**src/hw/board_regs_pkg.sv**
```systemverilog
// constants and carrier types for the board control and status register group
// How it works
// - trigger-output mask bits 7:0 let each channel's threshold crossing drive trigger out
// - mask bit 30 passes external trigger, bit 31 software trigger, to trigger out
// - post-trigger samples are four times the setting plus a fixed latency
// - io data read returns the sixteen line levels; writes set output levels
// - with io control bit 15 clear, trigger out follows the mask-based generation
// - with io control bit 15 set, trigger out is the static level of bit 14
// - io control bits 7:6 pick gpio, programmed or pattern mode; pattern captures inputs
// - io control bits 5:2 set direction of line groups 15-12, 11-8, 7-4, 3-0
// - group direction bits act only in gpio mode, ignored otherwise
// - io control bit 1 puts trigger-out and clock-out pins in high impedance
// - io control bit 0 picks nim or ttl levels, passed to the pad control
// - only channels enabled in the eight-bit mask contribute samples to events
// - firmware revision reads date in 31:16, major in 15:8, minor in 7:0
// - event count reports stored events, never above the permitted buffer number
// - monitor dac holds a twelve-bit code, forwarded in voltage-level monitor mode
// - monitor mode selects majority, ramp, reserved, occupancy or voltage level
// - event size register returns 32-bit word count of the next event
// - acquisition runs while run bit 2 of acquisition control is set
package board_regs_pkg;

    // register offsets (low address bits)
    localparam logic [15:0] OFS_TRIG_OUT_MASK = 16'h8110;
    localparam logic [15:0] OFS_POST_TRIG = 16'h8114;
    localparam logic [15:0] OFS_IO_LEVELS = 16'h8118;
    localparam logic [15:0] OFS_IO_CONFIG = 16'h811C;
    localparam logic [15:0] OFS_CHAN_MASK = 16'h8120;
    localparam logic [15:0] OFS_FW_VERSION = 16'h8124;
    localparam logic [15:0] OFS_EVENT_COUNT = 16'h812C;
    localparam logic [15:0] OFS_MON_DAC = 16'h8138;
    localparam logic [15:0] OFS_BOARD_DESC = 16'h8140;
    localparam logic [15:0] OFS_MON_SELECT = 16'h8144;
    localparam logic [15:0] OFS_EVENT_SIZE = 16'h814C;

    // writable bit masks; everything else is reserved
    localparam logic [31:0] TRIG_OUT_WR_MASK = 32'hC00000FF;
    localparam logic [15:0] IO_CONFIG_WR_MASK = 16'hC0FF;

    // field positions
    localparam int TOM_EXT_BIT = 30;
    localparam int TOM_SW_BIT = 31;
    localparam int FW_DATE_LSB = 16;
    localparam int FW_MAJOR_LSB = 8;
    localparam int FW_MINOR_LSB = 0;
    localparam int BD_MEM_LSB = 8;
    localparam int BD_TYPE_LSB = 0;
    localparam int POST_TRIG_SHIFT = 2;
    localparam int LINES_PER_GROUP = 4;

    // widths
    localparam int NUM_CHANNELS = 8;
    localparam int NUM_LVDS = 16;
    localparam int DAC_W = 12;
    localparam int MON_W = 3;

    // reset values
    localparam logic [31:0] TRIG_OUT_MASK_RST = 32'h00000000;
    localparam logic [31:0] POST_TRIG_RST = 32'h00000000;
    localparam logic [15:0] IO_LEVELS_RST = 16'h0000;
    localparam logic [15:0] IO_CONFIG_RST = 16'h0000;
    localparam logic [7:0] CHAN_MASK_RST = 8'h00;
    localparam logic [11:0] MON_DAC_RST = 12'h000;
    localparam logic [2:0] MON_SELECT_RST = 3'h0;

    // fixed trigger processing latency in samples, plain default
    localparam int FIXED_TRIGGER_LATENCY_DEF = 16;

    // monitor source codes
    localparam logic [2:0] MON_MAJORITY = 3'h0;
    localparam logic [2:0] MON_RAMP = 3'h1;
    localparam logic [2:0] MON_RESERVED = 3'h2;
    localparam logic [2:0] MON_OCCUPANCY = 3'h3;
    localparam logic [2:0] MON_VOLTAGE = 3'h4;

    typedef enum logic [1:0] {
        LVDS_GPIO = 2'h0,
        LVDS_PROG = 2'h1,
        LVDS_PATTERN = 2'h2
    } lvds_mode_t;

    // io control register layout, bit 15 first
    typedef struct packed {
        logic test_en;
        logic test_lvl;
        logic [5:0] rsvd;
        logic [1:0] lvds_mode;
        logic [3:0] grp_dir;
        logic panel_hiz;
        logic ttl_sel;
    } panel_cfg_t;

    // host access request
    typedef struct packed {
        logic [15:0] addr;
        logic wr;
        logic rd;
        logic [31:0] wdata;
    } reg_req_t;

endpackage

```
**src/hw/sync_two_ff.sv**
```systemverilog
// two-flop synchroniser for pin-level inputs
`timescale 1ns/10ps
module sync_two_ff #(
    parameter int W = 1
) (
    input wire logic clk_sys_i,
    input wire logic rst_i,
    input wire logic [W-1:0] d_i,
    output logic [W-1:0] q_o
);
    logic [W-1:0] meta_q;
    logic [W-1:0] sync_q;

    always_ff @(posedge clk_sys_i) begin
        if (rst_i) begin
            meta_q <= '0;
            sync_q <= '0;
        end else begin
            meta_q <= d_i;
            sync_q <= meta_q;
        end
    end

    assign q_o = sync_q;
endmodule

```
**src/hw/trig_out_gen.sv**
```systemverilog
// front-panel trigger output source selection and test level
`timescale 1ns/10ps
module trig_out_gen #(
    parameter int NCH = 8
) (
    input wire logic clk_sys_i,
    input wire logic rst_i,
    input wire logic [NCH-1:0] chan_over_thr_i,
    input wire logic ext_trig_i,
    input wire logic sw_trig_i,
    input wire logic [31:0] src_mask_i,
    input wire logic test_en_i,
    input wire logic test_lvl_i,
    output logic trig_o
);
    logic chan_hit;
    logic ext_hit;
    logic sw_hit;
    logic normal_trig;
    logic trig_d;
    logic trig_q;

    assign chan_hit = |(chan_over_thr_i & src_mask_i[NCH-1:0]);
    assign ext_hit = ext_trig_i & src_mask_i[board_regs_pkg::TOM_EXT_BIT];
    assign sw_hit = sw_trig_i & src_mask_i[board_regs_pkg::TOM_SW_BIT];
    assign normal_trig = chan_hit | ext_hit | sw_hit;
    // test mode overrides generation entirely
    assign trig_d = test_en_i ? test_lvl_i : normal_trig;

    always_ff @(posedge clk_sys_i) begin
        if (rst_i) begin
            trig_q <= 1'b0;
        end else begin
            trig_q <= trig_d;
        end
    end

    assign trig_o = trig_q;
endmodule

```
**src/hw/board_control_regs.sv**
```systemverilog
// board-level control and status registers of the digitizer
`timescale 1ns/10ps
module board_control_regs #(
    parameter int FIXED_TRIGGER_LATENCY = board_regs_pkg::FIXED_TRIGGER_LATENCY_DEF,
    parameter logic [15:0] FW_DATE = 16'h0000,
    parameter logic [7:0] FW_MAJOR = 8'h00,
    parameter logic [7:0] FW_MINOR = 8'h00,
    // arbitrary neutral value
    parameter logic [7:0] BOARD_TYPE = 8'h5A,
    parameter logic [7:0] MEM_SIZE_MB = 8'h01
) (
    input wire logic clk_sys_i,
    input wire logic rst_i,
    input wire logic soft_rst_i,
    input wire board_regs_pkg::reg_req_t req_i,
    output logic [31:0] reg_rdata_o,
    output logic reg_ack_o,
    input wire logic run_i,
    input wire logic [7:0] chan_over_thr_i,
    input wire logic ext_trig_i,
    input wire logic sw_trig_i,
    input wire logic [15:0] lvds_in_i,
    output logic [15:0] lvds_out_o,
    output logic [15:0] lvds_oe_o,
    output logic trigger_output_pin_o,
    output logic trigger_output_oe_o,
    output logic clock_output_oe_o,
    output logic panel_ttl_sel_o,
    output logic [15:0] pattern_o,
    output logic [7:0] chan_sample_en_o,
    output logic [33:0] post_trigger_samples_o,
    input wire logic [31:0] event_count_i,
    input wire logic [31:0] buffer_limit_i,
    input wire logic [31:0] event_size_i,
    output logic [2:0] monitor_mode_o,
    output logic [11:0] monitor_dac_o,
    output logic monitor_dac_valid_o
);
    // ---------------- writable state
    logic [31:0] trig_mask_q;
    logic [31:0] post_trig_q;
    logic [15:0] io_levels_q;
    board_regs_pkg::panel_cfg_t io_cfg_q;
    logic [7:0] chan_mask_q;
    logic [11:0] mon_dac_q;
    logic [2:0] mon_sel_q;

    // ---------------- synchronised pins
    logic [15:0] lvds_sync;
    logic ext_sync;
    logic trig_gen;

    sync_two_ff #(
        .W(board_regs_pkg::NUM_LVDS)
    ) u_lvds_sync (
        .clk_sys_i(clk_sys_i),
        .rst_i(rst_i),
        .d_i(lvds_in_i),
        .q_o(lvds_sync)
    );

    sync_two_ff #(
        .W(1)
    ) u_ext_sync (
        .clk_sys_i(clk_sys_i),
        .rst_i(rst_i),
        .d_i(ext_trig_i),
        .q_o(ext_sync)
    );

    trig_out_gen #(
        .NCH(board_regs_pkg::NUM_CHANNELS)
    ) u_trig_out (
        .clk_sys_i(clk_sys_i),
        .rst_i(rst_i),
        .chan_over_thr_i(chan_over_thr_i),
        .ext_trig_i(ext_sync),
        .sw_trig_i(sw_trig_i),
        .src_mask_i(trig_mask_q),
        .test_en_i(io_cfg_q.test_en),
        .test_lvl_i(io_cfg_q.test_lvl),
        .trig_o(trig_gen)
    );

    // ---------------- address decode
    logic any_rst;
    logic hit_tmask;
    logic hit_post;
    logic hit_levels;
    logic hit_cfg;
    logic hit_chan;
    logic hit_fw;
    logic hit_evcnt;
    logic hit_dac;
    logic hit_board;
    logic hit_mon;
    logic hit_evsize;

    assign any_rst = rst_i | soft_rst_i;
    assign hit_tmask = (req_i.addr == board_regs_pkg::OFS_TRIG_OUT_MASK);
    assign hit_post = (req_i.addr == board_regs_pkg::OFS_POST_TRIG);
    assign hit_levels = (req_i.addr == board_regs_pkg::OFS_IO_LEVELS);
    assign hit_cfg = (req_i.addr == board_regs_pkg::OFS_IO_CONFIG);
    assign hit_chan = (req_i.addr == board_regs_pkg::OFS_CHAN_MASK);
    assign hit_fw = (req_i.addr == board_regs_pkg::OFS_FW_VERSION);
    assign hit_evcnt = (req_i.addr == board_regs_pkg::OFS_EVENT_COUNT);
    assign hit_dac = (req_i.addr == board_regs_pkg::OFS_MON_DAC);
    assign hit_board = (req_i.addr == board_regs_pkg::OFS_BOARD_DESC);
    assign hit_mon = (req_i.addr == board_regs_pkg::OFS_MON_SELECT);
    assign hit_evsize = (req_i.addr == board_regs_pkg::OFS_EVENT_SIZE);

    // mask changes during a run would corrupt event framing, so they are dropped
    logic chan_wr_ok;
    assign chan_wr_ok = req_i.wr & hit_chan & ~run_i;

    // ---------------- register writes
    always_ff @(posedge clk_sys_i) begin
        if (any_rst) begin
            trig_mask_q <= board_regs_pkg::TRIG_OUT_MASK_RST;
            post_trig_q <= board_regs_pkg::POST_TRIG_RST;
            io_levels_q <= board_regs_pkg::IO_LEVELS_RST;
            io_cfg_q <= board_regs_pkg::IO_CONFIG_RST;
            chan_mask_q <= board_regs_pkg::CHAN_MASK_RST;
            mon_dac_q <= board_regs_pkg::MON_DAC_RST;
            mon_sel_q <= board_regs_pkg::MON_SELECT_RST;
        end else if (req_i.wr) begin
            if (hit_tmask) begin
                trig_mask_q <= req_i.wdata & board_regs_pkg::TRIG_OUT_WR_MASK;
            end
            if (hit_post) begin
                post_trig_q <= req_i.wdata;
            end
            if (hit_levels) begin
                io_levels_q <= req_i.wdata[15:0];
            end
            if (hit_cfg) begin
                io_cfg_q <= req_i.wdata[15:0] & board_regs_pkg::IO_CONFIG_WR_MASK;
            end
            if (chan_wr_ok) begin
                chan_mask_q <= req_i.wdata[7:0];
            end
            if (hit_dac) begin
                mon_dac_q <= req_i.wdata[11:0];
            end
            if (hit_mon) begin
                mon_sel_q <= req_i.wdata[2:0];
            end
        end
    end

    // ---------------- read-only views, live
    logic [31:0] fw_word;
    logic [31:0] board_word;
    logic [31:0] evcnt_word;

    assign fw_word = {FW_DATE, FW_MAJOR, FW_MINOR};
    assign board_word = {16'h0000, MEM_SIZE_MB, BOARD_TYPE};
    // clamp guards against a transient overshoot in the buffer manager
    assign evcnt_word = (event_count_i > buffer_limit_i) ? buffer_limit_i
                                                         : event_count_i;

    logic [31:0] rd_mux;
    assign rd_mux = hit_tmask ? trig_mask_q :
                    hit_post ? post_trig_q :
                    hit_levels ? {16'h0000, lvds_sync} :
                    hit_cfg ? {16'h0000, io_cfg_q} :
                    hit_chan ? {24'h000000, chan_mask_q} :
                    hit_fw ? fw_word :
                    hit_evcnt ? evcnt_word :
                    hit_dac ? {20'h00000, mon_dac_q} :
                    hit_board ? board_word :
                    hit_mon ? {29'h00000000, mon_sel_q} :
                    hit_evsize ? event_size_i :
                    32'h00000000;

    always_ff @(posedge clk_sys_i) begin
        if (rst_i) begin
            reg_rdata_o <= 32'h00000000;
            reg_ack_o <= 1'b0;
        end else begin
            reg_rdata_o <= req_i.rd ? rd_mux : 32'h00000000;
            reg_ack_o <= req_i.rd | req_i.wr;
        end
    end

    // ---------------- lvds direction and levels
    logic is_gpio;
    logic is_prog;
    logic is_pattern;
    logic [15:0] lvds_oe_d;

    assign is_gpio = (io_cfg_q.lvds_mode == board_regs_pkg::LVDS_GPIO);
    assign is_prog = (io_cfg_q.lvds_mode == board_regs_pkg::LVDS_PROG);
    assign is_pattern = (io_cfg_q.lvds_mode == board_regs_pkg::LVDS_PATTERN);

    genvar gi;
    generate
        for (gi = 0; gi < board_regs_pkg::NUM_LVDS; gi++) begin : g_line
            // group direction only counts in gpio mode
            assign lvds_oe_d[gi] = is_gpio ?
                io_cfg_q.grp_dir[gi / board_regs_pkg::LINES_PER_GROUP] :
                is_prog;
        end
    endgenerate

    // pattern latched on any trigger so the header sees a stable value
    logic pattern_take;
    assign pattern_take = is_pattern & (|chan_over_thr_i | ext_sync | sw_trig_i);

    // ---------------- derived outputs
    logic [33:0] post_samples_d;
    assign post_samples_d = ({2'b00, post_trig_q} << board_regs_pkg::POST_TRIG_SHIFT)
                            + 34'(FIXED_TRIGGER_LATENCY);

    logic dac_active;
    assign dac_active = (mon_sel_q == board_regs_pkg::MON_VOLTAGE);

    always_ff @(posedge clk_sys_i) begin
        if (any_rst) begin
            lvds_out_o <= 16'h0000;
            lvds_oe_o <= 16'h0000;
            pattern_o <= 16'h0000;
            trigger_output_pin_o <= 1'b0;
            trigger_output_oe_o <= 1'b0;
            clock_output_oe_o <= 1'b0;
            panel_ttl_sel_o <= 1'b0;
            chan_sample_en_o <= 8'h00;
            post_trigger_samples_o <= 34'h000000000;
            monitor_mode_o <= 3'h0;
            monitor_dac_o <= 12'h000;
            monitor_dac_valid_o <= 1'b0;
        end else begin
            lvds_out_o <= io_levels_q;
            lvds_oe_o <= is_pattern ? 16'h0000 : lvds_oe_d;
            if (pattern_take) begin
                pattern_o <= lvds_sync;
            end
            trigger_output_pin_o <= trig_gen;
            trigger_output_oe_o <= ~io_cfg_q.panel_hiz;
            clock_output_oe_o <= ~io_cfg_q.panel_hiz;
            panel_ttl_sel_o <= io_cfg_q.ttl_sel;
            chan_sample_en_o <= chan_mask_q;
            post_trigger_samples_o <= post_samples_d;
            monitor_mode_o <= mon_sel_q;
            monitor_dac_o <= dac_active ? mon_dac_q : 12'h000;
            monitor_dac_valid_o <= dac_active;
        end
    end
endmodule

```
**config.mk**
```make
export PLATFORM = sky130hd
export DESIGN_NAME = board_control_regs
export DESIGN_NICKNAME = d
export VERILOG_FILES = /design/src/hw/board_regs_pkg.sv /design/src/hw/sync_two_ff.sv /design/src/hw/trig_out_gen.sv /design/src/hw/board_control_regs.sv
export SDC_FILE = /design/constraint.sdc
export NUM_CORES = 1
export LEC_CHECK = 0
export ABC_AREA = 1
export ABC_CLOCK_PERIOD_IN_PS = 2900
export BUFFER_PORTS_ARGS = -buffer_cell sky130_fd_sc_hd__buf_4
export CORE_ASPECT_RATIO = 1.5
export CORE_UTILIZATION = 35
export CTS_CLUSTER_SIZE = 25
export DETAILED_ROUTE_END_ITERATION = 6
export GPL_TIMING_DRIVEN = 1
export PLACE_DENSITY = 0.61
export REMOVE_ABC_BUFFERS = 1
export SLEW_MARGIN = 20
export SYNTH_ARGS = -nofsm -noshare
export SYNTH_HDL_FRONTEND = slang
export SYNTH_SLANG_ARGS = --single-unit
```
**constraint.sdc**
```tcl
create_clock -name clk_sys_i -period 2.9 [get_ports clk_sys_i]
set_input_delay 0.145 -clock clk_sys_i [delete_from_list [all_inputs] [get_ports clk_sys_i]]
set_output_delay 0.145 -clock clk_sys_i [all_outputs]
set_load 0.005 [all_outputs]
```
==> results.tsv, run 1 <==
stage	metric	value	unit
status	status	finished clean	
placement	port_buffers	316	
worst_setup_path	reg2reg_to	post_trigger_samples_o[32]	
route	viasPerCell	4.78	
synthesis	synthSimpleGateAreaFrac	19.5	%
worst_setup_path	crit_path_end_kind	flip-flop	
run	maxCapViolations	0	
placement	place_congestion	0.900	
worst_setup_path	start_kind	primary input	
worst_setup_path	cp_top_family	buffers and inverters	
route	drc	0	
route	routed-via-count	10702	
floorplan	start_util	35.8	%
route	wl	39.1	mm
sta	worst_slack	0.189	ns
route	drt_pass1_iterations	7	
sta	max_slew_margin	29.8	%
sta	final.setup.tns	0	ns
worst_setup_path	startpoint	event_count_i[10]	
placement	pre_cts_ws	0.229	ns
synthesis	yosysSeqAreaShare	46.6	%
worst_setup_path	r2r-start	post_trig_q[3]	
clock_tree	cts_made_buffers	26	
worst_setup_path	critPathMaxStageDelay	0.59	ns
worst_setup_path	path_max_fanout	24	
clock_tree	cts_max_level	1	
synthesis	ys_types	49	
worst_setup_path	reg2reg_slack	0.45	ns
sta	post-route-min-period	2.71	ns
floorplan	fp.dieH	218	µm
route	wl_per_cell	17.4	µm
floorplan	die_w	146	µm
synthesis	synth.top_cell.area_share	46.6	%
worst_setup_path	cpMostUsedCell	nand2_1	
floorplan	io_pins	319	
pwr	finalPower	0.00781	W
pwr	p_per_area	507	nW/µm²
route	drtAntennaViolNets	0	
sta	hold_viol	0	
worst_setup_path	worst-endpoint-required	3.33	ns
synthesis	synthTopCellsByArea	dfxtp_1, inv_1, nand2_1, nor2_1, a21oi_1	
placement	dpl.hpwl	29.1	mm
floorplan	coreArea	30400	µm²
sta	setup_viol	0	
worst_setup_path	critPathKind	in -> reg	
worst_setup_path	cpMaxStageDelayCell	dlygate4sd3_1	
global_route	antenna_found_initial	2	
clock_tree	clockBufferDepth	3	
synthesis	yosys_warnings	0	
clock_tree	cts.clk_slew.worst_paths	0.06	ns
global_route	overflow	0	
finish	num-fill-cells	3044	
clock_tree	clock_latency	0.54	ns
global_route	globalRouteTotalUtil	24.1	%
synthesis	synth_compound_area_share	18.1	%
synthesis	synth_top_family_by_area	simple AND/OR/NAND/NOR gates	
finish	nNetsFinal	2027	
placement	placed_area	13600	µm²
floorplan	rows	78	
sta	max_freq	369	MHz
global_route	grt_max_degree	92	
finish	area_growth	41.2	%
synthesis	synth_fa_ha_area_share	3.78	%
worst_setup_path	critPathArrivalTime	3.14	ns
global_route	grt_first_pass_wirelength	58.7	mm
sta	fin_skew	0.00932	ns
synthesis	synth_xor_area_share	0.241	%
clock_tree	cts_tree	built	
worst_setup_path	path_cells	dlygate4sd3_1, buf_4, ha_1, nand2_1, nor2_1, nand2_1, nor2_1, nand2_1, a21boi_4, buf_12, nand2_1, o211ai_1, nand4_1, dlygate4sd3_1, o211ai_1, inv_1	
finish	final_cell_area	15400	µm²
clock_tree	clkSinkCount	254	
floorplan	die_area	31900	µm²
clock_tree	clockRootBuffer	clkbuf_16	
clock_tree	post_cts_buffers	0	
worst_setup_path	r2r_cells	12	
sta	rsz0062_at_grt	false	
synthesis	synth_seq_cells	254	
synthesis	postSynthAreaPerCell	7.55	µm²
sta	post-route-period-util	93.5	%
global_route	grt_pass1_vias	10467	
synthesis	synthMuxAreaShare	0	%
synthesis	syn_area	10900	µm²
finish	drive_above_1_share	23.8	%
sta	worst_slew_pin_slew	1.05	ns
worst_setup_path	worst-path-stages	16	
worst_hold_path	hold_path_class	in -> reg	
pwr	p_leak	6.93	nW
sta	drv_slew	0	
worst_setup_path	path_buf_inv	5	
synthesis	syn_inst	1446	
route	drt-initial-drc-count	519	
synthesis	yosys.area.top_type	dfxtp_1	
pwr	ir_drop	374	µV
worst_setup_path	worstSetupEndpoint	reg_rdata_o[13]	
==> registers in the layout (all words and copies together) (netlist names), 4 cells and up <==
register / count
reg_rdata_o: 32
lvds_out_o: 16
pattern_o: 16
u_lvds_sync.q_o: 16
io_levels_q: 16
chan_mask_q: 8
mon_dac_q: 12
lvds_oe_o: 4
monitor_dac_o: 12
post_trigger_samples_o: 32
chan_sample_en_o: 8
post_trig_q: 32
trig_mask_q: 10
io_cfg_q: 10
u_lvds_sync.meta_q: 16
==> cell families after synthesis <==
group,count (synthesis)
and+or+nand+nor,499
AOI/OAI and AO/OA,340
buffers and inverters,316
DFF,254
adders and majority gates,33
xor gates and xnor gates,3
other,1
==> placed cells by master (no fill, tap or decap), types with 5 or more instances in the layout <==
cell | netlist | routed
o221ai_1 | 14 | 14
nand3_1 | 33 | 33
buf_4 | 17 | 333
nand4_1 | 9 | 9
o21ai_0 | 117 | 117
nor3_1 | 15 | 15
nor2_2 | 8 | 10
dlygate4sd3_1 | 0 | 84
nor2_4 | 4 | 5
clkinv_2 | 0 | 6
ha_1 | 33 | 33
inv_2 | 8 | 9
clkbuf_16 | 0 | 27
a211oi_1 | 23 | 23
inv_1 | 228 | 228
a21oi_1 | 132 | 132
nand2_1 | 208 | 206
a211oi_2 | 11 | 11
o211ai_1 | 15 | 15
nor2_1 | 200 | 197
o21ai_1 | 10 | 10
dfxtp_1 | 254 | 254
bufinv_16 | 0 | 5
==> worst min-delay path, cell delays in order <==
cell and delay, ns:
buf_4 0.09, nor2_1 0.04, o221ai_1 0.15, nand2_1 0.05, inv_1 0.04
==> metrics by stage <==
step	hold slack, ns	cells	utilization, %
4_1_cts	0.00145	2238	50.5
5_1_grt	0.0262	2240	50.6
3_5_place_dp	0.350	2106	44.7
6_report	0.0236	2240	50.6
3_3_place_gp	0.352	2106	44.7
2_1_floorplan	0.214	1369	-
==> cells in the mapped netlist (all sizes together) <==
master / number
o211ai: 15
ha: 33
buf: 34
nor2: 212
a32oi: 1
inv: 236
clkinv: 2
a21o: 2
a21boi: 1
dfxtp: 254
clkbuf: 44
nor3b: 2
o21ai: 127
o221ai: 14
xor2: 3
nand2: 211
nor4: 5
or2: 4
o21a: 2
a22oi: 2
a31oi: 3
o2111ai: 3
conb: 1
and3: 1
a221oi: 1
nand3: 37
nand4: 9
a21oi: 132
o21bai: 1
nor3: 18
a211oi: 34
o22ai: 2
==> metal layers <==
layer / vias up / global-route usage [%] / part of all wire, %
met5: - / 0 / 0
met4: 0 / 13.2 / 5.2
met3: 85 / 2.76 / 5.0
met2: 367 / 45.8 / 53
met1: 4875 / 25.7 / 37
li1: 5375 / - / -
==> worst min path at each step <==
stage,end,slack [ns],from,cells past startpoint
2_1_floorplan,reg_ack_o,0.21,rst_i,1
3_3_place_gp,u_lvds_sync.meta_q[0],0.35,lvds_in_i[0],3
3_5_place_dp,u_lvds_sync.meta_q[3],0.35,lvds_in_i[3],3
4_1_cts,reg_rdata_o[11],0.001,event_count_i[11],5
5_1_grt,reg_rdata_o[10],0.03,event_size_i[10],5
6_report,reg_rdata_o[29],0.02,event_count_i[29],5
==> area by class of cell <==
type	count	area [µm²]	area share (%)
repair buffers	421	3410	22.1
flip-flops and latches	254	5080	33.0
clock buffers	30	697	4.52
inverters	238	893	5.80
well taps	400	500	3.25
diodes	2	5.00	0.0325
clock inverters	18	238	1.54
multi-input cells	877	4580	29.7
==> report_power, final <==
part           internal [W]  switching (W)  total [W]
clock               0.00218        0.00146    0.00364
sequential          0.00351     0.00000849    0.00352
combinational      0.000322       0.000325   0.000647
==> what timing repair did <==
| action | 4_1_cts | 5_1_grt |
|---|---|---|
| gates resized for setup | 0 | 5 |
| hold buffers | 84 | 0 |
| hold endpoints to repair | 127 | 0 |
| endpoints found under the setup margin | 0 | 11 |
(Power assumes the default switching activity.)
==> run 2: changes to the inputs <==
- ABC_AREA: 1 -> default
==> run 2 against run 1 <==
Core utilization grew 1.9 points; worst setup slack lost 0.011 ns; first-iteration DRC count grew 28%; final area grew 1.0%; flip-flop and latch count is the same; highest routed layer unchanged; critical path depth shrank 5; via count shrank 3.9%; largest cell class unchanged; synthesized cell count shrank 18%; clock skew grew 0.0087 ns; global-route usage grew 1.1 points.
==> results.tsv, run 2 <==
stage	metric	value	unit
global_route	grt_max_degree	61	
finish	final_cell_mix	buf_4, dfxtp_1, nand2_1	
floorplan	rows	77	
sta	post-route-period-util	93.8	%
placement	place_congestion	0.921	
floorplan	fp.dieH	216	µm
floorplan	start_util	35.9	%
worst_setup_path	crit_path_end_kind	flip-flop	
pwr	p_leak	6.40	nW
synthesis	synth_seq_cells	254	
sta	rsz0062_at_grt	false	
synthesis	synth.top_cell.area_share	47.7	%
route	viasPerCell	5.08	
global_route	grt_first_pass_wirelength	58.6	mm
floorplan	die_w	144	µm
pwr	p_per_area	508	nW/µm²
pwr	switching_share	22.4	%
pwr	finalPower	0.00792	W
sta	worst_slew_pin_slew	0.609	ns
worst_hold_path	hold_path_class	in -> reg	
worst_setup_path	r2r_cells	7	
worst_hold_path	min_from	soft_rst_i	
synthesis	syn_area	10700	µm²
synthesis	yosys.area.top_type	dfxtp_1	
finish	multi_input_area	5040	µm²
finish	stdcell_count	2024	
clock_tree	clockRootBuffer	clkbuf_16	
route	drt-initial-drc-count	664	
worst_setup_path	critPathArrivalTime	3.16	ns
synthesis	synth_edf_count	0	
placement	placed_area	13500	µm²
clock_tree	cts_tree	built	
synthesis	synthArstFlopShare	0	%
synthesis	yosys-top-cells-count	dfxtp_1, nand2_1, a21oi_1	
sta	fin_skew	0.0180	ns
route	wl_per_cell	19.5	µm
finish	fin_util	52.5	%
worst_setup_path	reg2reg_slack	0.56	ns
finish	area_growth	46.2	%
placement	dp.cells	1860	
worst_hold_path	whs_endpoint	monitor_mode_o[2]	
sta	setup_viol	0	
synthesis	syn_inst	1191	
pwr	pwr-share-comb	9.2	%
pwr	power.switching	0.00178	W
worst_setup_path	worst-endpoint-required	3.33	ns
pwr	seqPwrFrac	44.5	%
global_route	overflow	0	
finish	layout_commonest_cell	buf_4	
global_route	globalRouteTotalUtil	25.2	%
route	wl	39.5	mm
finish	nNetsFinal	1816	
pwr	ir_drop	330	µV
worst_setup_path	start_kind	primary input	
clock_tree	clockBufferDepth	3	
sta	drv_slew	0	
synthesis	yosysSeqAreaShare	47.7	%
clock_tree	clkSinkCount	254	
pwr	p_int	0.00614	W
worst_setup_path	r2r-start	post_trig_q[2]	
clock_tree	cts_max_level	1	
synthesis	ys_types	68	
run	maxCapViolations	0	
route	routed-via-count	10287	
floorplan	io_pins	319	
finish	reg_top3	post_trig_q: 32 flops, post_trigger_samples_o: 32 flops, reg_rdata_o: 32 flops	
route	drc	0	
synthesis	postSynthAreaPerCell	8.94	µm²
global_route	grt_pass1_vias	10304	
synthesis	synthTopCellsByArea	dfxtp_1, nand2_1, a21oi_1, mux2i_1, ha_1	
clock_tree	cts.clk_slew.worst_paths	0.06	ns
finish	drive_above_1_share	26.3	%
finish	num-fill-cells	2741	
sta	hold_viol	0	
worst_hold_path	hold_depth	3	
synthesis	yosys_warnings	0	
finish	final_cell_area	15600	µm²
worst_setup_path	critPathKind	in -> reg	
floorplan	die_area	31100	µm²
clock_tree	cts_made_buffers	26	
worst_setup_path	reg2reg_to	post_trigger_samples_o[33]	
global_route	antenna_found_initial	2	
finish	register_area	5080	µm²
synthesis	synth.most_common_cell	dfxtp_1	
floorplan	coreArea	29700	µm²
sta	post-route-min-period	2.72	ns
status	status	finished clean	
placement	port_buffers	316	
placement	dpl.hpwl	28.8	mm
pwr	pwr-share-clk	46.3	%
sta	final.setup.tns	0	ns
route	drt_pass1_iterations	5	
clock_tree	clock_latency	0.55	ns
synthesis	ys.flop_type	dfxtp_1	
route	drtAntennaViolNets	0	
sta	max_freq	367	MHz
sta	max_slew_margin	59.4	%
worst_setup_path	path_max_fanout	12	
==> run 2: changes by cell type in the layout (fill, tap and decap cells not counted), moves of 30 or more <==
cell | previous run | this run
dlygate4sd3_1 | 84 | 114
inv_1 | 228 | 39
nor2_1 | 197 | 86
mux2i_1 | 0 | 55
and2_1 | 0 | 45
nor2b_1 | 0 | 37
o21ai_0 | 117 | 20
==> run 2: cell families after synthesis <==
kind of cell               after synthesis  synth area share (%)
DFF                                    254                  47.7
xor gates and xnor gates                24                  1.97
muxes                                   60                  5.70
adders and majority gates               33                  3.88
buffers and inverters                  123                  5.27
other                                    1                0.0352
and+or+nand+nor                        456                  21.0
AOI/OAI and AO/OA                      240                  14.4
==> run 2: worst max path at each step <==
stage	from	endpoint	slack (ns)	cells after the start
floorplan	soft_rst_i	lvds_oe_o[11]	-0.05	3
global placement	event_count_i[7]	reg_rdata_o[11]	0.22	10
detailed placement	event_count_i[7]	reg_rdata_o[11]	0.16	10
CTS	event_count_i[7]	reg_rdata_o[13]	0.17	12
global route	event_count_i[7]	reg_rdata_o[10]	0.03	10
finish	event_count_i[7]	reg_rdata_o[30]	0.18	11
==> run 2: power groups by stage <==
stage / Combinational [W] / Sequential [W] / Clock, W
final: 0.000728 / 0.00352 / 0.00367
after global routing: 0.000783 / 0.00352 / 0.00387
after CTS: 0.000723 / 0.00352 / 0.00373
after detailed placement: 0.000594 / 0.00360 / 0
after global placement: 0.000586 / 0.00360 / 0
after floorplan: 0.000230 / 0.00360 / 0
==> run 2: layer usage <==
metal  global-route usage [%]  wire length (µm)  vias to the layer above
li1                         -                 -                     4929
met5                        0                 0                        -
met3                     3.75              2340                       99
met1                     25.8             14000                     4862
met4                     13.7              2020                        0
met2                     47.5             21200                      397
==> run 2: cell type report <==
cell class	instances	area share [%]
repair buffers	471	24.8
well taps	395	3.17
multi-input cells	815	32.4
inverters	39	0.940
clock inverters	10	1.00
diodes	2	0.0321
flip-flops and latches	254	32.7
clock buffers	38	5.05
==> run 2: per-stage QoR <==
stage / hold slack (ns) / setup slack, ns
6_report: 0.0108 / 0.179
3_3_place_gp: 0.358 / 0.216
4_1_cts: 0.00404 / 0.171
3_5_place_dp: 0.362 / 0.155
5_1_grt: 0.0172 / 0.0297
2_1_floorplan: 0.217 / -0.0546
==> run 2: what timing repair did <==
action,CTS,global route
gates resized for setup,0,1
setup endpoints to repair,0,3
endpoints found under the hold margin,137,0
setup buffers,0,0
hold buffers,114,0
==> run 2: worst max-delay path, cell delays in order <==
cell           delay (ns)
dlygate4sd3_1        0.56
buf_4                0.15
ha_1                 0.31
nand4_1              0.25
a2111oi_0            0.61
nor3_2               0.14
o22ai_4              0.24
buf_4                0.31
mux2i_1              0.24
o21ai_1              0.08
o211a_1              0.11
==> run 3: changes to the inputs <==
- ABC_AREA: default -> 1
- CORE_UTILIZATION: 35 -> 56
- PLACE_DENSITY: 0.61 -> 0.88
==> run 3 against run 2 <==
Clock skew is 0.0020 ns lower; global-route usage up 16 points; wire length increased by 3.5%; core utilization rose by 25 points; worst setup slack gained 0.23 ns; non-clock buffer count fell by 64; critical path depth rose by 1; first-iteration DRC count rose by 74%; final area down 4.9%.
==> results.tsv, run 3 (synthesized netlist as in run 1, its figures left out) <==
stage	metric	value	unit
worst_setup_path	critPathKind	reg -> reg	
clock_tree	clkSinkCount	254	
worst_setup_path	critPathArrivalTime	2.91	ns
sta	drv_slew	0	
route	wl_per_cell	19.7	µm
route	drc	0	
pwr	ir_drop	544	µV
floorplan	die_w	116	µm
floorplan	die_area	20100	µm²
worst_setup_path	reg2reg_slack	0.40	ns
global_route	grt_pass1_vias	11834	
clock_tree	clockRootBuffer	clkbuf_16	
worst_setup_path	worst-endpoint-required	3.31	ns
pwr	p_per_area	481	nW/µm²
finish	num-fill-cells	1319	
route	wl	40.8	mm
global_route	grt_max_degree	92	
placement	dpl.hpwl	26.7	mm
route	drt-initial-drc-count	1154	
route	routed-via-count	11711	
clock_tree	cts_made_buffers	24	
finish	final_cell_mix	buf_4, dfxtp_1, inv_1	
finish	multi_input_area	4560	µm²
clock_tree	hold_buffers	69	
global_route	overflow	0	
clock_tree	cts.clk_slew.worst_paths	0.07	ns
clock_tree	clock_latency	0.52	ns
finish	drive_above_1_share	23.2	%
floorplan	io_pins	319	
finish	area_growth	35.7	%
global_route	antenna_found_initial	2	
floorplan	start_util	57.2	%
finish	stdcell_count	2075	
placement	port_buffers	316	
sta	post-route-min-period	2.50	ns
route	drt_pass1_iterations	5	
sta	worst_slew_pin_slew	0.978	ns
route	wl_met1	13.3	mm
global_route	grt_first_pass_wirelength	62.0	mm
sta	max_freq	401	MHz
clock_tree	clockBufferDepth	3	
sta	worst_slack	0.405	ns
floorplan	coreArea	19100	µm²
clock_tree	post_cts_buffers	0	
floorplan	rows	62	
sta	post-route-period-util	86.0	%
sta	fin_skew	0.0160	ns
finish	reg_top3	post_trig_q: 32 flops, post_trigger_samples_o: 32 flops, reg_rdata_o: 32 flops	
sta	hold_viol	0	
worst_setup_path	start_kind	flip-flop	
route	routed-wl-met2	19.6	mm
sta	setup_viol	0	
placement	pre_cts_ws	0.316	ns
pwr	p_leak	6.72	nW
finish	register_area	5080	µm²
clock_tree	cts_max_level	1	
global_route	globalRouteTotalUtil	41.1	%
route	drtAntennaViolNets	0	
sta	hold_slack	0.0232	ns
clock_tree	ctsResizeCount	0	
run	maxCapViolations	0	
status	status	finished clean	
sta	final.setup.tns	0	ns
finish	nNetsFinal	2011	
sta	rsz0062_at_grt	false	
worst_setup_path	crit_path_end_kind	flip-flop	
finish	layout_commonest_cell	buf_4	
pwr	finalPower	0.00713	W
floorplan	fp.dieH	173	µm
sta	max_slew_margin	34.8	%
route	viasPerCell	5.64	
route	dr.max_layer_used	met4	
route	wl_met3	4.24	mm
worst_setup_path	path_max_fanout	4	
worst_hold_path	hold_path_class	in -> reg	
placement	dp.cells	1963	
placement	place_congestion	0.971	
clock_tree	cts_tree	built	
## run 3: per-layer routing
metal / global-route usage, % / vias up
met5: 0 / -
met4: 32.6 / 0
met3: 14.3 / 282
met2: 67.2 / 766
met1: 41.7 / 5333
li1: - / 5330
## run 3: worst max-delay path, stage by stage (launching register included)
cell and delay (ns):
dfxtp_1 0.42, ha_1 0.24, nand4_1 0.16, nor2_2 0.21
nand2_2 0.12, nor3_2 0.18, nand4_1 0.16, nor2_1 0.16
nand3_1 0.12, nor2_1 0.26, nand4_1 0.15, o21ai_1 0.14
a21oi_1 0.06
## run 3: through the flow
step,utilization [%],area (µm²)
6_report,77.6,14800
5_1_grt,77.6,14800
4_1_cts,77.6,14800
3_5_place_dp,70.2,13400
3_3_place_gp,70.2,13400
2_1_floorplan,-,10500
## run 3: cell type report
cell class                      count  share of cell area, %
Multi-Input combinational cell    877                   30.8
Clock inverter                      5                  0.270
Inverter                          238                   6.03
Timing Repair Buffer              407                   21.8
Sequential cell                   254                   34.3
Clock buffer                       37                   4.59
Tap cell                          256                   2.16
Antenna cell                        1                 0.0169
## run 3: final timing paths
| check | end | from | depth (start not counted) |
|---|---|---|---|
| min reg2reg | u_lvds_sync.q_o[12] | u_lvds_sync.meta_q[12] | 2 |
| min | reg_rdata_o[9] | event_size_i[9] | 5 |
| max | post_trigger_samples_o[32] | post_trig_q[3] | 12 |
| max reg2reg | post_trigger_samples_o[32] | post_trig_q[3] | 12 |
## run 3: power by group
part | switching, W | internal (W)
sequential | 0.0000104 | 0.00351
combinational | 0.000336 | 0.000312
clock | 0.00134 | 0.00162
total | 0.00169 | 0.00544
